==> src/rtl/sbs_regs.svh <==
// sbs_regs.svh: register offsets, field positions, reset values and sizes of the sample buffer status block
// assumes: included once per compilation unit by its bare name
`ifndef SBS_REGS_SVH
`define SBS_REGS_SVH

`define SBS_ADDR_STATUS     8'h0b
`define SBS_ADDR_CONFIG1    8'h10
`define SBS_ADDR_CONFIG2    8'h14
`define SBS_ADDR_IRQ_STATUS 8'h18
`define SBS_ADDR_IRQ_MASK   8'h1c

`define SBS_STATUS_RESET    8'h00
`define SBS_WMRK_BIT        7
`define SBS_OVF_BIT         6
`define SBS_MODE_OFF        2'h0
`define SBS_FLUSH_BIT       6
`define SBS_DEPTH           6'h20
`define SBS_CNT_W           6
`define SBS_TRIPLET_BYTES   4'h6

`define SBS_IRQ_WMRK        0
`define SBS_IRQ_OVF         1
`define SBS_IRQ_W           2

`endif

==> src/rtl/sbs_pkg.sv <==
// sbs_pkg.sv: types shared by the sample buffer status block
// assumes: the _regs header supplies the numbers
`include "sbs_regs.svh"
package sbs_pkg;

   typedef struct packed {
      logic                  wmrk;
      logic                  ovf;
      logic [`SBS_CNT_W-1:0] cnt;
   } sbs_status_t;

   typedef struct packed {
      logic       push;
      logic       pop;
   } sbs_events_t;

   typedef struct packed {
      logic [7:0] adr;
      logic [31:0] dat;
      logic       we;
      logic [3:0] sel;
      logic       req;
   } sbs_wb_req_t;

endpackage : sbs_pkg

==> src/rtl/sbs_counter.sv <==
// sbs_counter.sv: stored-triplet counter with saturation and overflow event
// assumes: push and pop are one-cycle strobes on clk_i; clear wins over everything
`timescale 1ns/1ps
`include "sbs_regs.svh"
module sbs_counter #(
   parameter int DEPTH = 32
) (
   input  wire logic             clk_i,
   input  wire logic             rst_i,
   input  wire logic             clear_i,
   input  wire logic             push_i,
   input  wire logic             pop_i,
   output logic [`SBS_CNT_W-1:0] cnt_o,
   output logic                  overflow_o
);
   import sbs_pkg::*;

   typedef struct packed {
      logic [`SBS_CNT_W-1:0] cnt;
      logic                  ovf;
   } sbs_cnt_state_t;

   sbs_cnt_state_t s_q, s_d;
   logic           full;

   assign full       = (s_q.cnt == `SBS_CNT_W'(DEPTH));
   assign cnt_o      = s_q.cnt;
   assign overflow_o = s_q.ovf;

   always_comb begin
      s_d     = s_q;
      s_d.ovf = 1'b0;
      if (clear_i) begin
         s_d.cnt = '0;
      end else if (push_i && !pop_i) begin
         if (full) begin
            s_d.ovf = 1'b1;
         end else begin
            s_d.cnt = s_q.cnt + `SBS_CNT_W'(1);
         end
      end else if (pop_i && !push_i && s_q.cnt != '0) begin
         s_d.cnt = s_q.cnt - `SBS_CNT_W'(1);
      end
   end

   always_ff @(posedge clk_i) begin
      if (rst_i) begin
         s_q <= '0;
      end else begin
         s_q <= s_d;
      end
   end

endmodule : sbs_counter

==> src/rtl/sbs_top.sv <==
// sbs_top.sv: sample buffer status byte, buffer configuration and interrupt logic, Wishbone slave
// assumes: storage lives outside; push_i marks a triplet offered, pop_rd_i a host read of one buffered byte
//
// Contract
// - mode 00b makes status read 00h
// - bit7 watermark, bit6 overflow, 5:0 count
// - watermark set when count reaches level
// - watermark clears when reads drop below level
// - flush empties buffer, clears watermark
// - mode 00b disables, empties, clears watermark
// - overflow set only after 33rd triplet
// - draining burst leaves buffer empty, flags clear
// - count saturates at 32, overflow raised
// - overflow cleared by read, flush, disable
`timescale 1ns/1ps
`include "sbs_regs.svh"
module sbs_top #(
   parameter int DEPTH = 32
) (
   input  wire logic        clk_i,
   input  wire logic        rst_i,
   input  wire logic        cyc_i,
   input  wire logic        stb_i,
   input  wire logic        we_i,
   input  wire logic [7:0]  adr_i,
   input  wire logic [3:0]  sel_i,
   input  wire logic [31:0] dat_i,
   output logic      [31:0] dat_o,
   output logic             ack_o,
   input  wire logic        push_i,
   input  wire logic        pop_rd_i,
   output logic             flush_o,
   output logic [1:0]       buffer_mode_o,
   output logic [`SBS_CNT_W-1:0] stored_triplet_count_o,
   output logic             irq_o
);
   import sbs_pkg::*;

   typedef struct packed {
      logic [7:0]            cfg1;
      logic [7:0]            cfg2;
      logic                  wmrk;
      logic                  ovf;
      logic [3:0]            byte_cnt;
      logic [`SBS_IRQ_W-1:0] irq_st;
      logic [`SBS_IRQ_W-1:0] irq_mask;
      logic                  ack;
      logic [31:0]           rdata;
      logic                  flush;
      logic                  irq;
   } sbs_state_t;

   sbs_state_t            s_q, s_d;
   sbs_status_t           status;
   logic [`SBS_CNT_W-1:0] cnt;
   logic                  ovf_evt;
   logic                  req;
   logic                  wr;
   logic                  rd;
   logic                  clear_cnt;
   logic                  enabled;
   logic                  pop_strobe;
   logic                  new_flush;
   logic                  new_off;
   logic [`SBS_CNT_W-1:0] level;

   // register hit test used by both the read and the write paths
   function automatic logic hit(input logic [7:0] a, input logic [7:0] off);
      hit = (a == off);
   endfunction : hit

   assign req       = cyc_i && stb_i && !s_q.ack;
   assign wr        = req && we_i && sel_i[0];
   assign rd        = req && !we_i;
   assign enabled   = (s_q.cfg1[1:0] != `SBS_MODE_OFF);
   assign level     = s_q.cfg2[`SBS_CNT_W-1:0];
   assign new_flush = wr && hit(adr_i, `SBS_ADDR_CONFIG2) && dat_i[`SBS_FLUSH_BIT];
   assign new_off   = wr && hit(adr_i, `SBS_ADDR_CONFIG1) && dat_i[1:0] == `SBS_MODE_OFF;
   assign clear_cnt = new_flush || new_off || !enabled;

   // a triplet is consumed once all six of its bytes have been read
   assign pop_strobe = pop_rd_i && enabled && (s_q.byte_cnt == `SBS_TRIPLET_BYTES - 4'h1);

   sbs_counter #(
      .DEPTH(DEPTH)
   ) u_counter (
      .clk_i     (clk_i),
      .rst_i     (rst_i),
      .clear_i   (clear_cnt),
      .push_i    (push_i && enabled),
      .pop_i     (pop_strobe),
      .cnt_o     (cnt),
      .overflow_o(ovf_evt)
   );

   always_comb begin
      status.wmrk = s_q.wmrk;
      status.ovf  = s_q.ovf;
      status.cnt  = cnt;
      if (!enabled) begin
         status = `SBS_STATUS_RESET;
      end
   end

   always_comb begin
      s_d       = s_q;
      s_d.ack   = req;
      s_d.flush = 1'b0;
      s_d.irq   = |(s_q.irq_st & s_q.irq_mask);

      // watermark follows the count; a zero level only flags with data present
      s_d.wmrk = enabled && (cnt >= level) && (cnt != '0);
      if (ovf_evt) begin
         s_d.ovf = 1'b1;
      end else if (pop_strobe || clear_cnt) begin
         s_d.ovf = 1'b0;
      end
      if (clear_cnt) begin
         s_d.wmrk = 1'b0;
      end

      if (clear_cnt) begin
         s_d.byte_cnt = '0;
      end else if (pop_rd_i && enabled) begin
         s_d.byte_cnt = pop_strobe ? 4'h0 : s_q.byte_cnt + 4'h1;
      end

      // read clears the interrupt status, but a new event in the same cycle survives
      if (rd && hit(adr_i, `SBS_ADDR_IRQ_STATUS)) begin
         s_d.irq_st = '0;
      end
      if (s_d.wmrk && !s_q.wmrk) begin
         s_d.irq_st[`SBS_IRQ_WMRK] = 1'b1;
      end
      if (ovf_evt) begin
         s_d.irq_st[`SBS_IRQ_OVF] = 1'b1;
      end

      if (wr) begin
         if (hit(adr_i, `SBS_ADDR_CONFIG1)) begin
            s_d.cfg1 = dat_i[7:0];
         end else if (hit(adr_i, `SBS_ADDR_CONFIG2)) begin
            s_d.cfg2 = {dat_i[7], 1'b0, dat_i[5:0]}; // flush bit self-clears
            s_d.flush = dat_i[`SBS_FLUSH_BIT];
         end else if (hit(adr_i, `SBS_ADDR_IRQ_MASK)) begin
            s_d.irq_mask = dat_i[`SBS_IRQ_W-1:0];
         end
      end

      s_d.rdata = '0;
      if (rd) begin
         if (hit(adr_i, `SBS_ADDR_STATUS)) begin
            s_d.rdata = {24'h0, status};
         end else if (hit(adr_i, `SBS_ADDR_CONFIG1)) begin
            s_d.rdata = {24'h0, s_q.cfg1};
         end else if (hit(adr_i, `SBS_ADDR_CONFIG2)) begin
            s_d.rdata = {24'h0, s_q.cfg2};
         end else if (hit(adr_i, `SBS_ADDR_IRQ_STATUS)) begin
            s_d.rdata = {30'h0, s_q.irq_st};
         end else if (hit(adr_i, `SBS_ADDR_IRQ_MASK)) begin
            s_d.rdata = {30'h0, s_q.irq_mask};
         end
      end
   end

   always_ff @(posedge clk_i) begin
      if (rst_i) begin
         s_q <= '0;
      end else begin
         s_q <= s_d;
      end
   end

   assign dat_o                  = s_q.rdata;
   assign ack_o                  = s_q.ack;
   assign flush_o                = s_q.flush;
   assign buffer_mode_o          = s_q.cfg1[1:0];
   assign stored_triplet_count_o = cnt;
   assign irq_o                  = s_q.irq;

endmodule : sbs_top

==> config.mk <==
export PLATFORM = sky130hd
export DESIGN_NAME = sbs_top
export DESIGN_NICKNAME = d
export VERILOG_FILES = /design/src/rtl/sbs_pkg.sv /design/src/rtl/sbs_counter.sv /design/src/rtl/sbs_top.sv
export VERILOG_INCLUDE_DIRS = /design/src /design/src/rtl
export SDC_FILE = /design/constraint.sdc
export NUM_CORES = 1
export LEC_CHECK = 0
export ABC_CLOCK_PERIOD_IN_PS = 4950
export BUFFER_PORTS_ARGS = -buffer_cell sky130_fd_sc_hd__clkbuf_2
export CAP_MARGIN = 5
export CORE_UTILIZATION = 52
export CTS_CLUSTER_SIZE = 8
export DETAILED_ROUTE_END_ITERATION = 10
export PLACE_DENSITY = 0.95
export SYNTH_ARGS = -nofsm -noshare
export SYNTH_HDL_FRONTEND = slang
export SYNTH_SLANG_ARGS = --single-unit
export TNS_END_PERCENT = 100
==> constraint.sdc <==
create_clock -name clk_i -period 4.95 [get_ports clk_i]
set_input_delay 0.99 -clock clk_i [delete_from_list [all_inputs] [get_ports clk_i]]
set_output_delay 0.99 -clock clk_i [all_outputs]
set_load 0.02 [all_outputs]
---- After elaboration in Yosys (flattened, before gate mapping) ----
Index checks and enable logic that the tools add are counted.
storage, ports and cells
  register bits after elaboration ......... 67
cells by class
  muxes and demuxes ....................... 17
  add/subtract/negate cells ............... 3
  order comparisons ....................... 1
  eq/ne operators ......................... 8
  bitwise logic cells ..................... 6
  reductions and logical operators ........ 45
operator list
  kind                 count
  $eq 8x5->1 const B   4
  $mux 8               4
  $logic_and 1x1->1    19
  $mux 6               3
  $reduce_bool 2->1    5
  $eq 8x4->1 const B   1
  $add 6x1->6 const B  1
  $eq 6x6->1 const B   1
  $ge 6x6->1           1
  $logic_not 1->1      6
  $mux 1               6
  $mux 2               3
  $reduce_bool 6->1    1
  $reduce_or 2->1      3
  $reduce_or 6->1      1
  $sub 6x1->6 const B  1
  $not 1->1            5
  $add 4x1->4 const B  1
  $eq 4x3->1 const B   1
  $mux 4               1
  $reduce_and 2->1     2
  $reduce_and 4->1     1
  $reduce_or 4->1      1
  $logic_or 1x1->1     3
  5 further kinds      5

---- Logic depth before layout (Yosys ltp) ----
Gate-level depths: netlist (run 1).
  depth in word-level cells ............... 11
  mapped depth ............................ 10
  gate-level depth less buffers ........... 10

---- By module ----
Synthesis (run 1) repeated with hierarchy kept, for this count alone.
second synthesis, totals
  cell total of the unflattened synthesis .. 269
  area total of the unflattened synthesis .. 2,570.0 µm²
modules (own cells, without submodules)
  module       area each (µm²)  cells an instance  seq. area each (µm²)  times used
  sbs_top      2,057.0          218                720.7                 1
  sbs_counter  513.0            51                 140.1                 1

---- Worst setup path before layout (run 1) ----
Ideal clock, no wire load.
  path type ............................... input -> register
  start ................................... input adr_i[1]
  end ..................................... register u_counter.s_q, in the netlist u_counter.cnt_o[2]
  library setup time ...................... 0.149 ns
  setup slack ............................. 2.009 ns
  arrival time ............................ 2.792 ns
  stages .................................. 7
  buffers on the path ..................... 2
  required time ........................... 4.801 ns
  cells stage by stage .................... or4b_4 > or4_4 > buf_6 > or3_4 > nand2_2 > buf_6 > a211oi_1
on the way
  word-level cells in the longest chain between the ends .. 6
ends and longest elaborated chain
  what                                  line                          text
  from (decl)                           sbs_top.sv:25                 input wire logic [7:0] adr_i,
  $eq 8x5->1                            sbs_top.sv:69                 hit = (a == off);
  $logic_and 1x1->1 (on tied branches)  sbs_top.sv:77, sbs_top.sv:78
  $logic_and 1x1->1 (on tied branches)  -
  $logic_or 1x1->1 * (2 in series)      sbs_top.sv:79                 assign clear_cnt = new_flush || new_off || !enabled;
  $reduce_or 2->1 (no source line) *    -
  to (signal assigned)                  sbs_counter.sv:48             s_q <= '0;
  to (signal assigned)                  sbs_counter.sv:50             s_q <= s_d;
  to (decl)                             sbs_counter.sv:23             sbs_cnt_state_t s_q, s_d;
Mark *: on every way between the ends. The rest lies on a longest branch, timed or not.
A chain may end at the register's enable or synchronous reset.

---- Final worst setup path (run 1) ----
  start ................................... input adr_i[3]
  end ..................................... register s_q[37] (netlist bit)
on the way
  word-level cells in the longest chain between the ends .. 8
ends and longest elaborated chain
  what                                                line                          text
  $eq 8x5->1                                          sbs_top.sv:69
  $logic_and 1x1->1 (on tied branches)                sbs_top.sv:77, sbs_top.sv:78
  $logic_and 1x1->1 (on tied branches)                -
  $logic_or 1x1->1 (2 in series)                      sbs_top.sv:79
  $mux 1                                              sbs_top.sv:118                if (clear_cnt) begin
  $logic_and 1x1->1                                   sbs_top.sv:132                if (s_d.wmrk && !s_q.wmrk) begin
  $mux 1 / $reduce_bool 2->1 (equally long branches)  -
  to (signal assigned)                                sbs_top.sv:168                s_q <= '0;
  to (signal assigned)                                sbs_top.sv:170                s_q <= s_d;
  to (decl)                                           sbs_top.sv:53                 sbs_state_t s_q, s_d;
Parallel ways exist; a longest one is shown, timed or not.

==> implementation parameters, run 1 <==
Parameter                              Value

Clock network
  Buffer type at the clock tree root ... clkbuf_8
  Level count of the clock H-tree ... 2
  Number of CTS-inserted buffers ... 5
  Deepest clock path buffer count ... 2
  Number of sinks on the clock net ... 43
  Number of hold-repair buffers added at the cts stage ... 0
  Worst-skew pair later-pin latency ... 0.31 ns
  Quantity of gates resized following cts ... 0
  Number of buffers added for setup after CTS ... 0
  Clock Pin Slew Worst Setup and Hold Paths ... 0.08 ns
  CTS tree ... yes

Synth
  Yosys warning total ... 0
  Biggest area consumer among synthesized cells ... dfxtp_1
  Share of the synthesized area in the top cell type ... 36.1%
  Post-synthesis async set-or-reset flop share ... 0%
  Main synth FF type ... dfxtp_1
  Main area contributors after synthesis ... dfxtp_1 (36%), buf_4 (11%), mux2i_1 (9.2%), nor2_1 (6.6%), ha_1 (6.3%)
  Post-Syn Area ... 2390 um^2
  Synthesized instance count ... 255
  Ranking of synthesized cells by instance count ... dfxtp_1 (43), nor2_1 (42), buf_4 (34)
  Synth cell types ... 44
  Average instance area after synthesis ... 9.36 um^2
  Synthesized flop and latch total ... 43
  Number of flops mapped to enable cells by yosys ... 0
  Most repeated cell in the gate-level netlist after synthesis ... dfxtp_1
  Sequential cell area fraction in the yosys report ... 36.1%

Placement
  Instance area at placement ... 2450 um^2
  Number of buffer cells added on primary ports ... 42
  Placer's final routability congestion estimate ... 0.891
  Hpwl dp ... 3440 um

Setup path
  Kind of capture point of the worst setup path ... flop
  Worst-case reg-to-reg path depth ... 10
  Top fanout value on the critical path ... 12
  Register-to-register setup slack ... 2.31 ns
  Required time at the worst-slack endpoint ... 5.15 ns
  Signal arrival time at the worst endpoint ... 3.02 ns
  Destination of the worst register-to-register timing path ... u_counter.cnt_o[5]$_SDFFE_PP0P_
  Worst reg2reg startpoint ... s_q[40]$_SDFFE_PP0P_
  Startpoint type of the worst setup path ... primary input
  Category of the critical setup timing path ... in -> reg

STA
  Final Hold Viols ... 0
  Share of the clock period used by the worst path ... 57.0%
  Slew HR ... 46.5%
  Setup total negative slack ... 0 ns
  Pins Over Slew Limit ... 0
  Transition time at the pin with the least slew margin ... 0.792 ns
  RSZ-0062 raised after global routing ... false
  Setup violation total in the final timing report ... 0
  Worst-case clock skew ... 0.00997 ns
  Time the final worst path needs with I/O delays and setup ... 2.82 ns
  Max frequency ... 355 MHz

Worst hold path
  End point of the worst hold path ... s_q[43]$_SDFFE_PP0P_
  HP Start ... u_counter.overflow_o$_SDFF_PP0_
  Worst hold path cell count ... 2
  Hold Crit Class ... reg -> reg

GRT
  All-layer global routing usage ... 20.1%
  Number of antenna violations at the first check in global routing ... 0
  Leftover overflow at the end of global routing ... 0
  Wire length of the first global-routing pass ... 7780 um
  Maximum number of pins on one net before global-route repair ... 26
  Vias in the first global route ... 1751

Route
  Detailed Route WL ... 4740 um
  Iteration-0 DRC Markers ... 122
  Amount of wire on met3 after detailed routing ... 253 um
  Vias per cell ... 5.42
  Met2 wire length ... 2360 um
  DRT antenna net count ... 0
  TritonRoute pass-1 iters ... 4
  Met1 WL ... 2040 um
  Highest routing layer actually used ... met4
  Wire per inst ... 14.0 um
  Number of design rule violations left after detail routing ... 0
  Total number of vias ... 1837

Power
  Proportion of total power due to net switching ... 25.1%
  Worst IR drop on VDD ... 118 uV
  Switching power ... 0.153 mW
  Power density over the cells ... 240 nW/um^2
  Relative contribution of sequential cells to total power ... 56.9%
  Internal power consumption ... 0.455 mW
  Combinational fraction of design power ... 6.7%
  Relative contribution of the clock network to total power ... 36.4%
  P_leak ... 1.18 nW

Job
  Number of max-cap violations ... 0

Floorplanning
  Site Rows ... 24
  Die Y-Extent ... 69.7 um
  Die width ... 69.7 um
  Placeable core area ... 4380 um^2
  Effective utilization at floorplan ... 54.4%
  Full die area ... 4860 um^2
  IO Count ... 94

Layout
  Number of diodes ... 0
  Fillers ... 362
  Fraction of final layout cells sized beyond drive strength 1 ... 21.6%
  Layout overhead on the synthesized area ... 6.29%
  Design area ... 2540 um^2
  Total number of nets in the final design ... 350

Run status
  Result of the run ... completed
[how the worst max path moves through the flow]
| stage | start | endpoint | slack (ns) | cells past startpoint |
|---|---|---|---|---|
| 5_1_grt | adr_i[3] | s_q[37]$_SDFFE_PP0P_ | 2.07 | 6 |
| 6_report | adr_i[3] | s_q[37]$_SDFFE_PP0P_ | 2.13 | 6 |
| 3_5_place_dp | adr_i[3] | s_q[37]$_SDFFE_PP0P_ | 1.82 | 6 |
| 3_3_place_gp | adr_i[3] | s_q[37]$_SDFFE_PP0P_ | 1.83 | 6 |
| 4_1_cts | adr_i[3] | s_q[37]$_SDFFE_PP0P_ | 2.14 | 6 |
| 2_1_floorplan | adr_i[1] | u_counter.cnt_o[2]$_SDFFE_PP0P_ | 2.01 | 7 |
[final cells by class]
class	instances	area (um^2)	area share, %
Multi-Input combinational cell	184	1280	50.4
Tap cell	52	65.1	2.57
Clock inverter	2	12.5	0.493
Inverter	10	37.5	1.48
Timing Repair Buffer	42	210	8.29
Clock buffer	6	72.6	2.86
Sequential cell	43	861	33.9
[through the flow]
step                hold slack [ns]  worst slack [ns]  std cells  total power, mW  util (%)
global route                  0.524              2.07        339            0.632      57.8
CTS                           0.483              2.14        339            0.612      57.8
floorplan                     0.420              2.01        278            0.394         -
detailed placement            0.469              1.82        331            0.394      55.9
global placement              0.458              1.83        331            0.394      55.9
finish                        0.485              2.13        339            0.608      57.8
[critical path, cell delays in order]
cell      delay, ns
clkbuf_2       0.14
or4b_4         0.51
or4_4          0.65
or3_4          0.40
nand2_2        0.21
o31ai_1        0.12
[layout by cell type (no fill, tap or decap), types with 2 or more instances in the layout]
master,netlist,layout
o21bai_1,2,2
nand2_1,3,3
nand4_1,2,2
mux2_2,5,5
nand2b_1,2,2
a21oi_1,9,9
nor2_1,42,42
ha_1,12,12
o21ai_0,3,3
xnor2_1,5,5
a22oi_1,8,8
mux4_2,2,2
or3_1,2,2
nor4b_1,3,3
a211oi_1,2,2
a21o_1,4,4
mux2i_1,22,22
dfxtp_1,43,43
nor3b_1,4,4
conb_1,1,24
nand3b_1,4,4
nand3_1,4,4
nor3_1,4,4
clkbuf_2,0,42
clkbuf_8,0,5
inv_1,10,10
[power by group through the flow]
stage               logic [mW]  clock network, mW  registers (mW)
CTS                     0.0402              0.226           0.346
global route            0.0434              0.243           0.346
detailed placement      0.0400                  0           0.354
finish                  0.0407              0.221           0.346
global placement        0.0396                  0           0.354
floorplan               0.0396                  0           0.355
[kinds of logic after synthesis]
logic type | synth area share [%]
and+or+nand+nor | 17.5
buffers and inverters | 14.0
DFF | 36.1
AOI/OAI and AO/OA | 9.86
muxes | 13.5
adders and majority gates | 7.13
xor gates and xnor gates | 1.84
other | 0.157
[per-layer routing]
layer / vias to the layer above / track usage (%)
met5: - / 0
met4: 0 / 8.44
met3: 11 / 5.52
met2: 61 / 34.7
met1: 870 / 23.4
li1: 895 / -
[state kept, by name, summed over array words and instances, names as in the netlist]
name and count:
buffer_mode_o 2, u_counter.overflow_o 1, u_counter.cnt_o 6, ack_o 1, irq_o 1, level 6, s_q 17, dat_o 8
flush_o 1
Power figures use the tool's default switching activity.
==> inputs of run 2 (changes only) <==
--- a/config.mk
+++ b/config.mk
@@ -6,13 +6,13 @@
 export SDC_FILE = /design/constraint.sdc
 export NUM_CORES = 1
 export LEC_CHECK = 0
-export ABC_CLOCK_PERIOD_IN_PS = 4950
+export ABC_CLOCK_PERIOD_IN_PS = 2400
 export BUFFER_PORTS_ARGS = -buffer_cell sky130_fd_sc_hd__clkbuf_2
 export CAP_MARGIN = 5
-export CORE_UTILIZATION = 52
+export CORE_UTILIZATION = 44
 export CTS_CLUSTER_SIZE = 8
 export DETAILED_ROUTE_END_ITERATION = 10
-export PLACE_DENSITY = 0.95
+export PLACE_DENSITY = 0.88
 export SYNTH_ARGS = -nofsm -noshare
 export SYNTH_HDL_FRONTEND = slang
 export SYNTH_SLANG_ARGS = --single-unit
==> constraint.sdc (replaced) <==
create_clock -name clk_i -period 2.4 [get_ports clk_i]
set_input_delay 0.48 -clock clk_i [delete_from_list [all_inputs] [get_ports clk_i]]
set_output_delay 0.48 -clock clk_i [all_outputs]
set_load 0.02 [all_outputs]
==> run 2 against run 1 <==
Register-to-register slack worse by 2.2 ns. Largest cell class unchanged. Cell count is 10% higher. Non-clock buffer count is 16 higher.
==> implementation parameters, run 2 (synthesized netlist as in run 1, its figures left out) <==
Parameter                              Value

Run status
  Result of the run ... completed

Clock network
  Clock Pin Slew Worst Setup and Hold Paths ... 0.08 ns
  Level count of the clock H-tree ... 2
  CTS tree ... yes
  Number of CTS-inserted buffers ... 5
  Deepest clock path buffer count ... 2
  Worst-skew pair later-pin latency ... 0.29 ns
  Buffer type at the clock tree root ... clkbuf_8
  Number of sinks on the clock net ... 43

STA
  Setup violation total in the final timing report ... 0
  Worst-case clock skew ... 0.00321 ns
  Transition time at the pin with the least slew margin ... 0.646 ns
  Slew HR ... 56.6%
  RSZ-0062 raised after global routing ... true
  Max frequency ... 429 MHz
  Setup total negative slack ... 0 ns
  Final Hold Viols ... 0
  Share of the clock period used by the worst path ... 97.1%
  Time the final worst path needs with I/O delays and setup ... 2.33 ns
  Pins Over Slew Limit ... 0
  Post-route worst hold slack ... 0.432 ns

Layout
  Commonest cells after routing, fill and taps aside ... nor2_1 (42), dfxtp_1 (42), clkbuf_2 (42)
  Fraction of final layout cells sized beyond drive strength 1 ... 28.4%
  Layout overhead on the synthesized area ... 14.9%
  Fillers ... 473
  Max reg flops ... 17
  Design area ... 2740 um^2
  Register containing the most flip-flops in the final layout ... s_q
  Number of diodes ... 0
  Total number of nets in the final design ... 366

GRT
  All-layer global routing usage ... 19.6%
  Wire length of the first global-routing pass ... 8200 um
  Leftover overflow at the end of global routing ... 0
  Maximum number of pins on one net before global-route repair ... 25
  Number of antenna violations at the first check in global routing ... 0
  Vias in the first global route ... 1786

Setup path
  Top fanout value on the critical path ... 4
  Register-to-register setup slack ... 0.07 ns
  Signal arrival time at the worst endpoint ... 2.56 ns
  Startpoint type of the worst setup path ... flop
  Cell-by-cell trace of the critical path ... inv_1 -> ha_1 -> and3b_1 -> a211o_4 -> buf_4 -> fa_2 -> a21o_1 -> a21oi_1 -> xnor2_1 -> mux2i_1 -> nor2_1
  Crit-path max cell delay ... 0.36 ns
  Worst path slowest cell ... a211o_4
  Category of the critical setup timing path ... reg -> reg
  Required time at the worst-slack endpoint ... 2.63 ns
  Kind of capture point of the worst setup path ... flop

Route
  Vias per cell ... 5.12
  TritonRoute pass-1 iters ... 4
  Iteration-0 DRC Markers ... 138
  Detailed Route WL ... 5120 um
  Wire per inst ... 13.7 um
  Total number of vias ... 1910
  DRT antenna net count ... 0
  Number of design rule violations left after detail routing ... 0

Floorplanning
  Full die area ... 5720 um^2
  Site Rows ... 26
  Die width ... 75.6 um
  Effective utilization at floorplan ... 46.1%
  Placeable core area ... 5170 um^2
  Die Y-Extent ... 75.6 um
  IO Count ... 94

Power
  Tot Pwr ... 1.30 mW
  P_leak ... 1.27 nW
  Worst IR drop on VDD ... 260 uV
  Power density over the cells ... 474 nW/um^2

Placement
  Instance area at placement ... 2590 um^2
  Number of buffer cells added on primary ports ... 42
  Placer's final routability congestion estimate ... 0.823
  Hpwl dp ... 3840 um

Job
  Number of max-cap violations ... 0

Worst hold path
  Hold Crit Class ... in -> reg
## run 2: changes by cell type in the layout (fill, tap and decap cells not counted), moves of 2 or more
cell,delta
buf_4,+16
ha_1,-3
clkbuf_8,+2
ha_4,+2
## run 2: where the power goes
part / switching [mW] / internal (mW)
Clock: 0.234 / 0.262
Sequential: 0.000262 / 0.713
Combinational: 0.0640 / 0.0260
## run 2: critical path, delay by kind of cell (launching register included)
family	cells	cell delay, ns
AOI/OAI and AO/OA	3	0.68
xor gates and xnor gates	1	0.14
adders and majority gates	2	0.53
buffers and inverters	2	0.20
DFF	1	0.33
muxes	1	0.09
and+or+nand+nor	2	0.30
## run 2: stage by stage
step	worst slack [ns]	instances	util, %
floorplan	0.0191	278	-
global placement	0.0395	364	50.0
detailed placement	-0.0467	364	50.0
CTS	-0.000282	373	52.7
global route	-0.0286	373	53.0
finish	0.0686	373	53.0
## run 2: path summary, 6_finish.rpt
| check | cells past startpoint | start | to |
|---|---|---|---|
| worst max-delay path | 11 | s_q[40]$_SDFFE_PP0P_ | u_counter.cnt_o[4]$_SDFFE_PP0P_ |
| worst min-delay path | 3 | dat_i[3] | level[3]$_SDFFE_PP0P_ |
| worst max register to register | 11 | s_q[40]$_SDFFE_PP0P_ | u_counter.cnt_o[4]$_SDFFE_PP0P_ |
| worst min register to register | 1 | s_q[44]$_SDFF_PP0_ | s_q[37]$_SDFFE_PP0P_ |
## run 2: metal layers
layer	global-route usage, %	vias up	share of wire [%]
met2	34.1	65	51
met3	4.63	11	5.2
met4	7.61	0	1.8
met5	0	-	0
met1	23.3	905	42
li1	-	929	-
## run 2: final cells by class
cell class / instances / area, um^2 / share of cell area, %
Multi-Input combinational cell: 184 / 1330 / 48.3
Sequential cell: 43 / 862 / 31.4
Timing Repair Buffer: 58 / 330 / 12.0
Inverter: 10 / 37.5 / 1.37
Tap cell: 70 / 87.6 / 3.19
Clock buffer: 8 / 100 / 3.65
## run 2: timing repair
action,4_1_cts,5_1_grt
cloned,0,0
gates resized for setup,4,5
hold buffers,0,0
setup buffers,1,0
setup endpoints to repair,1,2
pin swaps,2,3
